--- src/include/alsc_cfg.svh ---
/*
 * Constants of the length and status coder: header positions, length limits, status bytes.
 * Assumes inclusion by bare name from alsc_top and the status encoder.
 */
`ifndef ALSC_CFG_SVH
`define ALSC_CFG_SVH

// ==========================================================
// header and body layout
`define ALSC_HDR_BYTES    9'h004
`define ALSC_BODY_FIRST   9'h004
`define ALSC_DATA_FIRST   9'h005
`define ALSC_DATA_LAST    9'h104
`define ALSC_LE_MAX       9'h100
`define ALSC_CNT_MAX      9'h1FF

// ==========================================================
// status bytes
`define ALSC_SW1_NORMAL   8'h90
`define ALSC_SW1_PENDING  8'h91
`define ALSC_SW1_BUSY     8'h93
`define ALSC_SW1_WARN     8'h62
`define ALSC_SW1_RETRY    8'h63
`define ALSC_SW1_EXEC_NC  8'h64
`define ALSC_SW1_EXEC_CH  8'h65
`define ALSC_SW1_LENGTH   8'h67
`define ALSC_SW1_CLAFUNC  8'h68
`define ALSC_SW1_NOTALLOW 8'h69
`define ALSC_SW1_PARAM    8'h6A
`define ALSC_SW1_P1P2     8'h6B
`define ALSC_SW1_INS      8'h6D
`define ALSC_SW1_CLA      8'h6E
`define ALSC_SW1_TECH     8'h6F
`define ALSC_SW2_NONE     8'h00
`define ALSC_SW2_RETRY_HI 4'hC

`endif

--- src/include/alsc_pkg.sv ---
/*
 * Types of the length and status coder: result kinds and controller states.
 * Assumes alsc_cfg.svh is reachable on the include path.
 */
package alsc_pkg;
    // ==========================================================
    // result kinds handed in by the application
    typedef enum logic [3:0] {
        ALSC_K_NORMAL    = 4'h0,
        ALSC_K_PENDING   = 4'h1,
        ALSC_K_BUSY      = 4'h2,
        ALSC_K_WARN      = 4'h3,
        ALSC_K_RETRY     = 4'h4,
        ALSC_K_EXEC_NC   = 4'h5,
        ALSC_K_EXEC_CH   = 4'h6,
        ALSC_K_LENGTH    = 4'h7,
        ALSC_K_P1P2      = 4'h8,
        ALSC_K_INS       = 4'h9,
        ALSC_K_CLA       = 4'hA,
        ALSC_K_TECH      = 4'hB,
        ALSC_K_CLAFUNC   = 4'hC,
        ALSC_K_NOTALLOW  = 4'hD,
        ALSC_K_PARAM     = 4'hE
    } alsc_kind_t;

    // ==========================================================
    // controller states
    typedef enum logic [6:0] {
        ALSC_S_RX    = 7'h01,
        ALSC_S_CHECK = 7'h02,
        ALSC_S_APP   = 7'h04,
        ALSC_S_FETCH = 7'h08,
        ALSC_S_LOAD  = 7'h10,
        ALSC_S_DATA  = 7'h20,
        ALSC_S_SW    = 7'h40
    } alsc_state_t;
endpackage : alsc_pkg

--- src/rtl/alsc_top.sv ---
/*
 * Card-side command length checker and response builder.
 * Assumes a byte stream with an end marker from the transmission layer,
 * and an application that serves each accepted command once.
 */
// Contract
// - low two class bits give logical channel 0 to 3
// - present Lc means exactly Lc data bytes follow, kept as data
// - present Le asks for that many response data bytes
// - Le of zero allows 1 to 256 response bytes
// - response is optional data then first and second status byte
// - normal end returns 90 00
// - pending proactive command returns 91 and its length
// - busy toolkit returns 93 00, later commands still accepted
// - warnings use 62 with 00, 81, 82 or 83
// - 63 Cx carries a retry count in the low nibble
// - execution errors are 64 00, 65 00 and 65 81
// - checking errors 67, 6B, 6D, 6E, 6F each with 00
// - other second bytes under 67 or 6F are command dependent
// - class function unsupported returns 68 with 00, 81 or 82
// - command not allowed returns 69 with 00 or 81 to 86
// - wrong parameters return 6A with 80-83 or 86-88
// - data fields carry no fixed structure here
`timescale 1ns/1ns
`include "alsc_cfg.svh"
module alsc_top
    import alsc_pkg::*;
(
    // clock and reset
    input  wire logic       ref_clk,
    input  wire logic       rst_n,
    // command byte stream from the transmission layer
    input  wire logic       cmdValid,
    input  wire logic [7:0] cmdByte,
    input  wire logic       cmdLast,
    output logic            cmdReady,
    // response byte stream to the transmission layer
    output logic            rspValid,
    output logic      [7:0] rspByte,
    output logic            rspLast,
    input  wire logic       rspReady,
    // decoded command to the application
    output logic            cmdPending,
    output logic      [7:0] appCla,
    output logic      [7:0] appIns,
    output logic      [7:0] appP1,
    output logic      [7:0] appP2,
    output logic      [1:0] appChannel,
    output logic      [2:0] appCase,
    output logic      [7:0] appLc,
    output logic      [7:0] appLe,
    output logic            appLePresent,
    // buffer access for the application
    input  wire logic [7:0] appRdAddr,
    output logic      [7:0] appRdData,
    input  wire logic       appWrEn,
    input  wire logic [7:0] appWrAddr,
    input  wire logic [7:0] appWrData,
    // result from the application
    input  wire logic       appDone,
    input  wire alsc_kind_t appKind,
    input  wire logic [7:0] appDetail,
    input  wire logic [8:0] appLen
);
    // ==========================================================
    // state and registers
    alsc_state_t state;
    logic [8:0]  rxCnt;
    logic [7:0]  bodyFirst;
    logic [7:0]  bodyLast;
    logic [8:0]  txIdx;
    logic [8:0]  txLen;
    logic [7:0]  sw2Hold;
    logic [7:0]  sw1Hold;

    wire inRx    = (state == ALSC_S_RX);
    wire inCheck = (state == ALSC_S_CHECK);
    wire inApp   = (state == ALSC_S_APP);
    wire rxTake  = cmdValid && inRx;
    wire rspTake = rspValid && rspReady;

    // ==========================================================
    // case classification on the finished frame
    function automatic logic [8:0] widen(input logic [7:0] b);
        widen = {1'b0, b};
    endfunction : widen

    wire       tooShort = (rxCnt < `ALSC_HDR_BYTES);
    wire [8:0] nBody    = rxCnt - `ALSC_HDR_BYTES;
    wire       lcOk     = (bodyFirst != 8'h00);
    wire       isCase1  = !tooShort && (nBody == 9'h000);
    wire       isCase2  = !tooShort && (nBody == 9'h001);
    wire       isCase3  = !tooShort && lcOk && (nBody == widen(bodyFirst) + 9'h001);
    wire       isCase4  = !tooShort && lcOk && (nBody == widen(bodyFirst) + 9'h002);
    wire       lenErr   = !(isCase1 || isCase2 || isCase3 || isCase4);
    wire [2:0] caseNum  = isCase4 ? 3'h4 : isCase3 ? 3'h3 : isCase2 ? 3'h2 : 3'h1;
    wire       lePres   = isCase2 || isCase4;
    wire [7:0] leValue  = isCase2 ? bodyFirst : bodyLast;

    // ==========================================================
    // response length: absent Le gives no data, zero Le means 256
    wire [8:0] leLimit  = !appLePresent ? 9'h000 :
                          (appLe == 8'h00) ? `ALSC_LE_MAX : widen(appLe);
    wire [8:0] rspDataLen = (appLen > leLimit) ? leLimit : appLen;

    // ==========================================================
    // status encoding: locally found length errors bypass the application
    wire alsc_kind_t encKind   = inCheck ? ALSC_K_LENGTH : appKind;
    wire [7:0]       encDetail = inCheck ? `ALSC_SW2_NONE : appDetail;
    wire [7:0]       encSw1;
    wire [7:0]       encSw2;

    alsc_sw_encode u_enc (
        .kind   (encKind),
        .detail (encDetail),
        .sw1    (encSw1),
        .sw2    (encSw2)
    );

    // ==========================================================
    // shared buffer: data bytes land from index 0 whatever their meaning
    wire       rxWr   = rxTake && (rxCnt >= `ALSC_DATA_FIRST) &&
                        (rxCnt <= `ALSC_DATA_LAST);
    wire [8:0] rxAddr = rxCnt - `ALSC_DATA_FIRST;
    wire       memWe  = rxWr || (inApp && appWrEn);
    wire [7:0] memWa  = inApp ? appWrAddr : rxAddr[7:0];
    wire [7:0] memWd  = inApp ? appWrData : cmdByte;
    wire [7:0] memRa  = inApp ? appRdAddr : txIdx[7:0];

    alsc_mem #(
        .DEPTH (256),
        .AW    (8)
    ) u_mem (
        .ref_clk (ref_clk),
        .wrEn    (memWe),
        .wrAddr  (memWa),
        .wrData  (memWd),
        .rdAddr  (memRa),
        .rdData  (appRdData)
    );

    assign cmdReady   = inRx;
    assign cmdPending = inApp;

    // ==========================================================
    // receive path and header capture
    always_ff @(posedge ref_clk) begin
        if (!rst_n) begin
            rxCnt     <= 9'h000;
            appCla    <= 8'h00;
            appIns    <= 8'h00;
            appP1     <= 8'h00;
            appP2     <= 8'h00;
            bodyFirst <= 8'h00;
            bodyLast  <= 8'h00;
        end else if (rxTake) begin
            // saturating count keeps oversized frames classed as wrong length
            if (rxCnt != `ALSC_CNT_MAX) begin
                rxCnt <= rxCnt + 9'h001;
            end
            case (rxCnt)
                9'h000:  appCla <= cmdByte;
                9'h001:  appIns <= cmdByte;
                9'h002:  appP1  <= cmdByte;
                9'h003:  appP2  <= cmdByte;
                9'h004:  bodyFirst <= cmdByte;
                default: ;
            endcase
            bodyLast <= cmdByte;
        end else if (state == ALSC_S_SW && rspTake && rspLast) begin
            rxCnt <= 9'h000;
        end
    end

    assign appChannel = appCla[1:0];

    // ==========================================================
    // controller
    always_ff @(posedge ref_clk) begin
        if (!rst_n) begin
            state        <= ALSC_S_RX;
            appCase      <= 3'h1;
            appLc        <= 8'h00;
            appLe        <= 8'h00;
            appLePresent <= 1'b0;
            txIdx        <= 9'h000;
            txLen        <= 9'h000;
            sw1Hold      <= 8'h00;
            sw2Hold      <= 8'h00;
            rspValid     <= 1'b0;
            rspByte      <= 8'h00;
            rspLast      <= 1'b0;
        end else begin
            case (state)
                ALSC_S_RX: begin
                    if (rxTake && cmdLast) begin
                        state <= ALSC_S_CHECK;
                    end
                end
                ALSC_S_CHECK: begin
                    appCase      <= caseNum;
                    appLc        <= (isCase3 || isCase4) ? bodyFirst : 8'h00;
                    appLe        <= lePres ? leValue : 8'h00;
                    appLePresent <= lePres;
                    if (lenErr) begin
                        txLen    <= 9'h000;
                        sw2Hold  <= encSw2;
                        rspByte  <= encSw1;
                        rspValid <= 1'b1;
                        state    <= ALSC_S_SW;
                    end else begin
                        state <= ALSC_S_APP;
                    end
                end
                ALSC_S_APP: begin
                    if (appDone) begin
                        txLen   <= rspDataLen;
                        txIdx   <= 9'h000;
                        sw1Hold <= encSw1;
                        sw2Hold <= encSw2;
                        if (rspDataLen == 9'h000) begin
                            rspByte  <= encSw1;
                            rspValid <= 1'b1;
                            state    <= ALSC_S_SW;
                        end else begin
                            state <= ALSC_S_FETCH;
                        end
                    end
                end
                ALSC_S_FETCH: begin
                    state <= ALSC_S_LOAD;
                end
                ALSC_S_LOAD: begin
                    rspByte  <= appRdData;
                    rspValid <= 1'b1;
                    txIdx    <= txIdx + 9'h001;
                    state    <= ALSC_S_DATA;
                end
                ALSC_S_DATA: begin
                    if (rspTake) begin
                        if (txIdx == txLen) begin
                            rspByte <= sw1Hold;
                            state   <= ALSC_S_SW;
                        end else begin
                            rspValid <= 1'b0;
                            state    <= ALSC_S_FETCH;
                        end
                    end
                end
                ALSC_S_SW: begin
                    if (rspTake) begin
                        if (rspLast) begin
                            // back to listening whatever the status, busy included
                            rspValid <= 1'b0;
                            rspLast  <= 1'b0;
                            state    <= ALSC_S_RX;
                        end else begin
                            rspByte <= sw2Hold;
                            rspLast <= 1'b1;
                        end
                    end
                end
                default: state <= ALSC_S_RX;
            endcase
        end
    end

    // ==========================================================
    // checks
    AST_LEN_ERR: assert property (@(posedge ref_clk) disable iff (!rst_n)
        inCheck && lenErr |=> rspValid && rspByte == `ALSC_SW1_LENGTH && !rspLast)
        else $error("length error not answered with 67");
    AST_CASE3: assert property (@(posedge ref_clk) disable iff (!rst_n)
        inCheck && isCase3 |=> inApp && appCase == 3'h3 &&
        widen(appLc) + 9'h005 == $past(rxCnt))
        else $error("case 3 data count mismatch");
    AST_NO_LC0: assert property (@(posedge ref_clk) disable iff (!rst_n)
        inApp |-> (appCase < 3'h3) || (appLc != 8'h00))
        else $error("zero Lc accepted");
    AST_NO_LE: assert property (@(posedge ref_clk) disable iff (!rst_n)
        inApp && appDone && !appLePresent |=> state == ALSC_S_SW && txLen == 9'h000)
        else $error("data returned without Le");
    AST_LE_CAP: assert property (@(posedge ref_clk) disable iff (!rst_n)
        inApp && appDone |=> txLen <= $past(leLimit) && txLen <= `ALSC_LE_MAX)
        else $error("response longer than Le allows");
    AST_SW2: assert property (@(posedge ref_clk) disable iff (!rst_n)
        state == ALSC_S_SW && rspTake && !rspLast |=> rspValid && rspLast &&
        rspByte == sw2Hold)
        else $error("second status byte missing");
    AST_NORMAL: assert property (@(posedge ref_clk) disable iff (!rst_n)
        encKind == ALSC_K_NORMAL |-> encSw1 == 8'h90 && encSw2 == 8'h00)
        else $error("normal status wrong");
    AST_PENDING: assert property (@(posedge ref_clk) disable iff (!rst_n)
        inApp && appDone && appKind == ALSC_K_PENDING |=> sw1Hold == 8'h91 &&
        sw2Hold == $past(appDetail))
        else $error("pending status wrong");
    AST_RETRY: assert property (@(posedge ref_clk) disable iff (!rst_n)
        encKind == ALSC_K_RETRY |-> encSw1 == 8'h63 && encSw2 == {4'hC, encDetail[3:0]})
        else $error("retry status wrong");
    AST_REARM: assert property (@(posedge ref_clk) disable iff (!rst_n)
        rspTake && rspLast |=> cmdReady && !rspValid && rxCnt == 9'h000)
        else $error("not ready for next command");
    AST_CHAN: assert property (@(posedge ref_clk) disable iff (!rst_n)
        rxTake && rxCnt == 9'h000 |=> appChannel == $past(cmdByte[1:0]))
        else $error("channel not from class byte");
endmodule : alsc_top

--- src/rtl/alsc_mem.sv ---
/*
 * Byte buffer shared by command data and response data; registered read.
 * Assumes one writer and one reader per cycle, chosen by the controller.
 */
`timescale 1ns/1ns
module alsc_mem
    import alsc_pkg::*;
#(
    parameter int DEPTH = 256,
    parameter int AW    = 8
) (
    // clock
    input  wire logic          ref_clk,
    // write port
    input  wire logic          wrEn,
    input  wire logic [AW-1:0] wrAddr,
    input  wire logic [7:0]    wrData,
    // read port
    input  wire logic [AW-1:0] rdAddr,
    output logic      [7:0]    rdData
);
    logic [7:0] store [DEPTH];

    // no reset: contents are always written before they are read
    always_ff @(posedge ref_clk) begin
        if (wrEn) begin
            store[wrAddr] <= wrData;
        end
        rdData <= store[rdAddr];
    end
endmodule : alsc_mem

--- src/rtl/alsc_sw_encode.sv ---
/*
 * Status word encoder: result kind plus detail to first and second status byte.
 * Assumes the caller registers the outputs before they reach a pin.
 */
`timescale 1ns/1ns
`include "alsc_cfg.svh"
module alsc_sw_encode
    import alsc_pkg::*;
(
    // request
    input  wire alsc_kind_t kind,
    input  wire logic [7:0] detail,
    // status bytes
    output logic      [7:0] sw1,
    output logic      [7:0] sw2
);
    // ==========================================================
    // detail qualification; undefined details fall back to a safe code
    wire dWarn   = (detail >= 8'h81) && (detail <= 8'h83);
    wire dExec   = (detail == 8'h81);
    wire dCla    = (detail == 8'h81) || (detail == 8'h82);
    wire dNot    = (detail >= 8'h81) && (detail <= 8'h86);
    wire dParam  = ((detail >= 8'h80) && (detail <= 8'h83)) ||
                   ((detail >= 8'h86) && (detail <= 8'h88));

    always_comb begin
        sw2 = `ALSC_SW2_NONE;
        case (kind)
            ALSC_K_NORMAL:   sw1 = `ALSC_SW1_NORMAL;
            ALSC_K_PENDING: begin
                sw1 = `ALSC_SW1_PENDING;
                sw2 = detail;
            end
            ALSC_K_BUSY:     sw1 = `ALSC_SW1_BUSY;
            ALSC_K_WARN: begin
                sw1 = `ALSC_SW1_WARN;
                sw2 = dWarn ? detail : `ALSC_SW2_NONE;
            end
            ALSC_K_RETRY: begin
                sw1 = `ALSC_SW1_RETRY;
                sw2 = {`ALSC_SW2_RETRY_HI, detail[3:0]};
            end
            ALSC_K_EXEC_NC:  sw1 = `ALSC_SW1_EXEC_NC;
            ALSC_K_EXEC_CH: begin
                sw1 = `ALSC_SW1_EXEC_CH;
                sw2 = dExec ? detail : `ALSC_SW2_NONE;
            end
            ALSC_K_LENGTH: begin
                sw1 = `ALSC_SW1_LENGTH;
                sw2 = detail;
            end
            ALSC_K_P1P2:     sw1 = `ALSC_SW1_P1P2;
            ALSC_K_INS:      sw1 = `ALSC_SW1_INS;
            ALSC_K_CLA:      sw1 = `ALSC_SW1_CLA;
            ALSC_K_TECH: begin
                sw1 = `ALSC_SW1_TECH;
                sw2 = detail;
            end
            ALSC_K_CLAFUNC: begin
                sw1 = `ALSC_SW1_CLAFUNC;
                sw2 = dCla ? detail : `ALSC_SW2_NONE;
            end
            ALSC_K_NOTALLOW: begin
                sw1 = `ALSC_SW1_NOTALLOW;
                sw2 = dNot ? detail : `ALSC_SW2_NONE;
            end
            ALSC_K_PARAM: begin
                sw1 = `ALSC_SW1_PARAM;
                sw2 = dParam ? detail : 8'h80;
            end
            default:         sw1 = `ALSC_SW1_TECH;
        endcase
    end
endmodule : alsc_sw_encode

--- config.mk ---
export PLATFORM = sky130hd
export DESIGN_NAME = alsc_top
export DESIGN_NICKNAME = d
export VERILOG_FILES = /design/src/include/alsc_pkg.sv /design/src/rtl/alsc_top.sv /design/src/rtl/alsc_mem.sv /design/src/rtl/alsc_sw_encode.sv
export VERILOG_INCLUDE_DIRS = /design/src /design/src/include
export SDC_FILE = /design/constraint.sdc
export NUM_CORES = 2
export LEC_CHECK = 0
export ABC_AREA = 0
export BUFFER_PORTS_ARGS = -buffer_cell sky130_fd_sc_hd__clkbuf_2
export CAP_MARGIN = 20
export CORE_MARGIN = 3
export CORE_UTILIZATION = 55
export DETAILED_ROUTE_END_ITERATION = 10
export HOLD_SLACK_MARGIN = 0.08
export PLACE_DENSITY = 0.71
export SYNTH_ARGS = -nofsm -noshare
export SYNTH_HDL_FRONTEND = slang
export SYNTH_HIERARCHICAL = 1
export SYNTH_SLANG_ARGS = --single-unit
--- constraint.sdc ---
create_clock -name ref_clk -period 12.3 [get_ports ref_clk]
set_input_delay 0 -clock ref_clk [delete_from_list [all_inputs] [get_ports ref_clk]]
set_output_delay 0 -clock ref_clk [all_outputs]
set_load 0.01 [all_outputs]
## Yosys cells after proc, flatten, opt, wreduce, memory -nomap -nowiden

Memories as Yosys holds them, arrays and structs flattened. A register that Yosys moved wholly into a read port is not among the register bits.
Index checks and enable logic that the tools add are counted.

| storage, ports and cells | value |
|---|---|
| flip-flop bits (word level) | 128 |
| memories | 1 |
| bits of input ports | 60 |
| output and inout bits | 74 |
| word-level logic and storage cells | 189 |
| RAM bits | 2048 |

| operators by class | value |
|---|---|
| eq/ne operators | 43 |
| add/sub/neg operators | 6 |
| magnitude comparators | 10 |
| reductions and logical operators | 50 |
| multiplexer cells | 60 |

Memory list:

| name | depth | width | rd ports | clocked after memory_dff | wr ports | RTL line | text |
|---|---|---|---|---|---|---|---|
| u_mem.store | 256 | 8 | 1 | 1 | 1 | alsc_mem.sv:22 | `logic [7:0] store [DEPTH];` |

Operator list:

| operator | number |
|---|---|
| $mux 8 | 21 |
| $pmux 8 s14 | 1 |
| $mux 9 | 9 |
| $mux 7 | 8 |
| $pmux 8 s7 | 1 |
| $pmux 7 s7 | 1 |
| $pmux 8 s5 | 1 |
| $pmux 9 s2 | 2 |
| $eq 4x4->1 const B | 7 |
| $eq 9x9->1 | 3 |
| $logic_not 9->1 | 3 |
| $ge 8x8->1 const B | 3 |
| $le 8x8->1 const B | 3 |
| $add 9x1->9 const B | 2 |
| $eq 9x1->1 const B | 2 |
| $eq 9x2->1 const B | 2 |
| $reduce_and 2->1 | 9 |
| $logic_and 1x1->1 | 17 |
| $eq 4x3->1 const B | 4 |
| $eq 8x8->1 const B | 2 |
| $ne 2x2->1 const B | 8 |
| $pmux 8 s2 | 1 |
| $reduce_and 8->1 | 2 |
| $mux 1 | 10 |
| other kinds (34) | 47 |

## Longest topological paths before layout

| logic depth | value |
|---|---|
| depth in word-level cells | 9 |
| depth in mapped cells | 18 |
| mapped depth without buffers | 11 |

## Cells and area by module

The synthesis kept the hierarchy.

By module, submodules not included:

| module | area an instance (µm²) | instances | cells each | seq. area each (µm²) |
|---|---|---|---|---|
| alsc_mem | 79556.3 | 1 | 3733 | 61659.1 |
| alsc_top | 7166.9 | 1 | 946 | 2562.5 |
| alsc_sw_encode | 419.2 | 1 | 66 | 0.0 |

## Worst setup path after synthesis

No wires, ideal clock.

| timing path | value |
|---|---|
| path type | flip-flop to flip-flop |
| start point | register state[4] |
| end point | memory u_mem.store[0][5] (data pin) |
| stages on the path, launching flop included | 8 |
| clock period less this slack | 5.613 ns |
| setup time | 0.822 ns |
| data arrival time | 4.791 ns |
| buffers on the path | 2 |
| path slack | 6.687 ns |
| required time | 11.478 ns |
| path through | dfxtp_1 nor3_1 nand4b_1 inv_1 clkbuf_1 clkbuf_1 nand2_1 nand2_1 |

| between the ends | value |
|---|---|
| longest elaborated chain between the ends | 2 |

Ends and longest elaborated chain:

| item | RTL line | text |
|---|---|---|
| from (decl) | alsc_top.sv:67 | `alsc_state_t state;` |
| from (signal assigned) | alsc_top.sv:181 | `state <= ALSC_S_RX;` |
| from (signal assigned) | alsc_top.sv:197 | `state <= ALSC_S_CHECK;` |
| from (signal assigned) | alsc_top.sv:210 | `state <= ALSC_S_SW;` |
| $eq 7x3->1 | alsc_top.sv:78 | `wire inApp = (state == ALSC_S_APP);` |
| named net cmdPending | alsc_top.sv:43 | `output logic cmdPending,` |
| $mux 8 | alsc_top.sv:127 | `wire [7:0] memWd = inApp ? appWrData : cmdByte;` |
| named net memWd[5] | alsc_top.sv:127 |  |
| to (decl) | alsc_mem.sv:22 |  |

The timed path passes the listed nets, and every way through them passes these cells.

## Worst setup path in the final report

| timing path | value |
|---|---|
| start point | register state[5] |
| end point | register u_mem.rdData[4], read port of u_mem.store |

| between the ends | value |
|---|---|
| longest elaborated chain between the ends | 2 |

Ends and longest elaborated chain:

| item | RTL line | text |
|---|---|---|
| $eq 7x3->1 | alsc_top.sv:78 |  |
| $mux 8 | alsc_top.sv:128 | `wire [7:0] memRa = inApp ? appRdAddr : txIdx[7:0];` |
| named net memRa[1] | alsc_top.sv:128 |  |
| to (decl) | alsc_mem.sv:20 | `output logic [7:0] rdData` |

The timed path passes the listed nets, and every way through them passes these cells.
A chain may end at the register's enable or synchronous reset.

==> results.cfg <==
[finish]
fin_cells = 7168
finalInstanceArea_sq_mm = 0.0970
drive_gt1_share_pct = 20.8
nets = 5018
syn_to_final_growth_pct = 11.4

[setup_path]
crit_path_cell_trace = nor3_1 -> nand4b_1 -> inv_1 -> buf_4 -> nand2_1 -> nand2_4 -> buf_12 -> buf_4 -> or2b_1 -> buf_4 -> o221ai_1 -> o22ai_1 -> nor3_1 -> nor4_1 -> nor4_1
crit_required_ns = 12.96
worstSetupStartpointType = register
cp_common_cell = buf_4
path_class = reg2reg
cp_slowest_stage_delay_ns = 1.07
critPathArrivalTime_ns = 6.90
cp_num_buf_inv = 5
cp_top_family = simple AND/OR/NAND/NOR gates
endpoint_kind = register
cpMaxStageDelayCell = nor4_1
critPathMaxFanout = 108

[clock_tree]
htreeDepth = 4
cts_max_path_buffers = 3
root_buffer = clkbuf_16
clk_transition_reported_paths_ns = 0.06
cts_tree = done
cts_sinks = 2184
clkLatencyLatePin_ns = 0.84
cts_made_buffers = 208

[synth]
synth_area_sq_mm = 0.0871
synth_edf_count = 2048
yosysSeqAreaShare_pct = 73.7
ys.flop_type = edfxtp_1
synth_area_leaders = edfxtp_1 (71%), mux4_2 (12%), dfxtp_1 (3.1%)
ys_warn_count = 6
synth_seq_cells = 2184
syn_avg_cell_area_sq_um = 18.4
synth.net_count = 4829
synth-async-reset-ratio_pct = 0
synth_top_area_share_pct = 70.6
synth_cell_type_count = 87
yosys-top-cells-count = edfxtp_1 (2048), mux4_2 (454), nor2_1 (354), nand2_1 (235), a21oi_1 (207)
postSynthCellCount = 4745
synth_most_common_cell = edfxtp_1
synth_area_leader_cell = edfxtp_1

[grt]
grt_pass1_wl_mm = 321
antenna_found_initial = 2
grt_max_degree = 245
grt_pass1_vias = 46400
grt_overflow = 0
track_usage_pct = 26.9

[timing]
layout_min_cycle_time_ns = 6.24
fmax_mhz = 160
finalCritPeriodShare_pct = 50.7
drv_slew = 0
maxSlewHeadroom_pct = 19.7
timing.final.ws_setup_ns = 6.06
hold_violations = 0
finClkSkew_ns = 0.0350
hold_slack_ns = 0.150
rsz0062_at_grt = false
worst_pin_slew_ns = 1.19
setup_violations = 0
setup_tns_ns = 0

[routing]
post_drt_wl_per_cell_um = 30.5
firstDrtPassIters = 6
routed_wl_mm = 219
drcViolationCount = 0
via_count = 47400
vias_per_cell = 6.61
ant_nets = 0
first_iter_violations = 6438

[place]
placed_cell_area_sq_mm = 0.0895
place_hpwl_mm = 132
post-place-ws_ns = 6.28
dpl.cell_count = 6720
gp_congestion = 0.871
port_buffers = 133

[pwr]
pwr-share-seq_pct = 54.7
intPower_mw = 11.9
clkPwrFrac_pct = 42.8
switching_share_pct = 20.2
p_switching_mw = 3.00
leakagePower_nw = 29.6
combPwrFrac_pct = 2.5
p_per_area_mw_per_mm2 = 154
vdd_drop_max_mv = 0.147

[die]
core_sq_mm = 0.157
floorplan.die_area_sq_mm = 0.163
die_x_um = 404
placement_rows = 145
fp.dieH_um = 404
pin_count = 134
start_util_pct = 55.6

[status]
outcome = completed

[job]
cap_violations = 0

[hold_path]
hold_path.class = in2reg
cell families (layout without fill, tap and decap cells):
family	Yosys count	count (layout)	synth area share [%]
mux	611	611	13.6
xor+xnor	46	46	0.478
simple gates	932	932	4.90
compound gates	616	616	4.86
flops	2184	2184	73.7
buf+inv	332	694	2.15
fa+ha+maj	24	24	0.345
other cells	0	3	0
placed cells by master, fill, tap and decap left out, drive strengths merged, types with 22 or more instances in the layout:
master / n
buf: 93
edfxtp: 2048
nor2b: 40
dfxtp: 136
xnor2: 26
nand2: 235
clkinv: 84
o221ai: 49
o22ai: 30
a211oi: 30
nor2: 354
a22oi: 144
dlygate4sd3: 59
nor4: 35
and2: 26
mux4: 456
nand3: 93
clkbuf: 397
o21ai: 35
nand4: 22
mux2i: 154
a21oi: 210
inv: 31
ha: 24
nor3: 54
routing by layer:
metal  global-route usage, %  share of wire [%]
met1                    38.4                 39
met2                    41.3                 47
met3                    6.49                 11
met4                    9.36                3.6
met5                       0                  0
power groups by stage:
stage | Sequential [mW] | Combinational (mW) | Clock [mW]
2_1_floorplan | 8.34 | 0.190 | 0
3_3_place_gp | 8.31 | 0.331 | 0
3_5_place_dp | 8.31 | 0.342 | 0
4_1_cts | 8.15 | 0.362 | 6.47
5_1_grt | 8.15 | 0.397 | 6.76
6_report | 8.15 | 0.370 | 6.39
through the flow:
step | power (mW) | utilization (%)
finish | 14.9 | 61.9
global route | 15.3 | 61.9
CTS | 15.0 | 61.9
detailed placement | 8.65 | 57.1
global placement | 8.64 | 57.1
floorplan | 8.53 | -
registers in the layout (all words and copies together) (netlist names), 9 cells and up:
| register | flops |
|---|---|
| txLen | 9 |
| txIdx | 9 |
| rxCnt | 9 |
| u_mem/store | 2048 |
worst paths after layout:
check,from,to,slack [ns],cells after the start
setup reg to reg,state[5]$_SDFFE_PN0P_,u_mem/rdData[4]$_DFF_P_,6.06,15
setup / recovery,state[5]$_SDFFE_PN0P_,u_mem/rdData[4]$_DFF_P_,6.06,15
hold reg to reg,appCase[2]$_SDFFE_PN0P_,appCase[2]$_SDFFE_PN0P_,0.45,2
hold / removal,cmdByte[7],bodyLast[7]$_SDFFE_PN0P_,0.15,4
what timing repair did:
| action | CTS | global route |
|---|---|---|
| buffers inserted | 0 | 0 |
| hold buffers | 59 | 0 |
| endpoints found under the hold margin | 205 | 0 |
| resized for setup | 0 | 0 |
| endpoints found under the setup margin | 0 | 0 |
tightest hold or removal path, cell delays in order:
cell	delay, ns
dlygate4sd3_1	0.54
clkbuf_2	0.23
nand3_1	0.11
a21oi_1	0.06
cell type report:
cell class	instances	area [sq um]
flip-flops and latches	2184	64200
fillers	10700	59700
multi-input cells	2229	21200
clock buffers	263	5630
well taps	2058	2570
repair buffers	286	2080
clock inverters	120	1210
inverters	25	93.8
diodes	3	7.51
No activity file was read; power rests on OpenSTA's default activity.
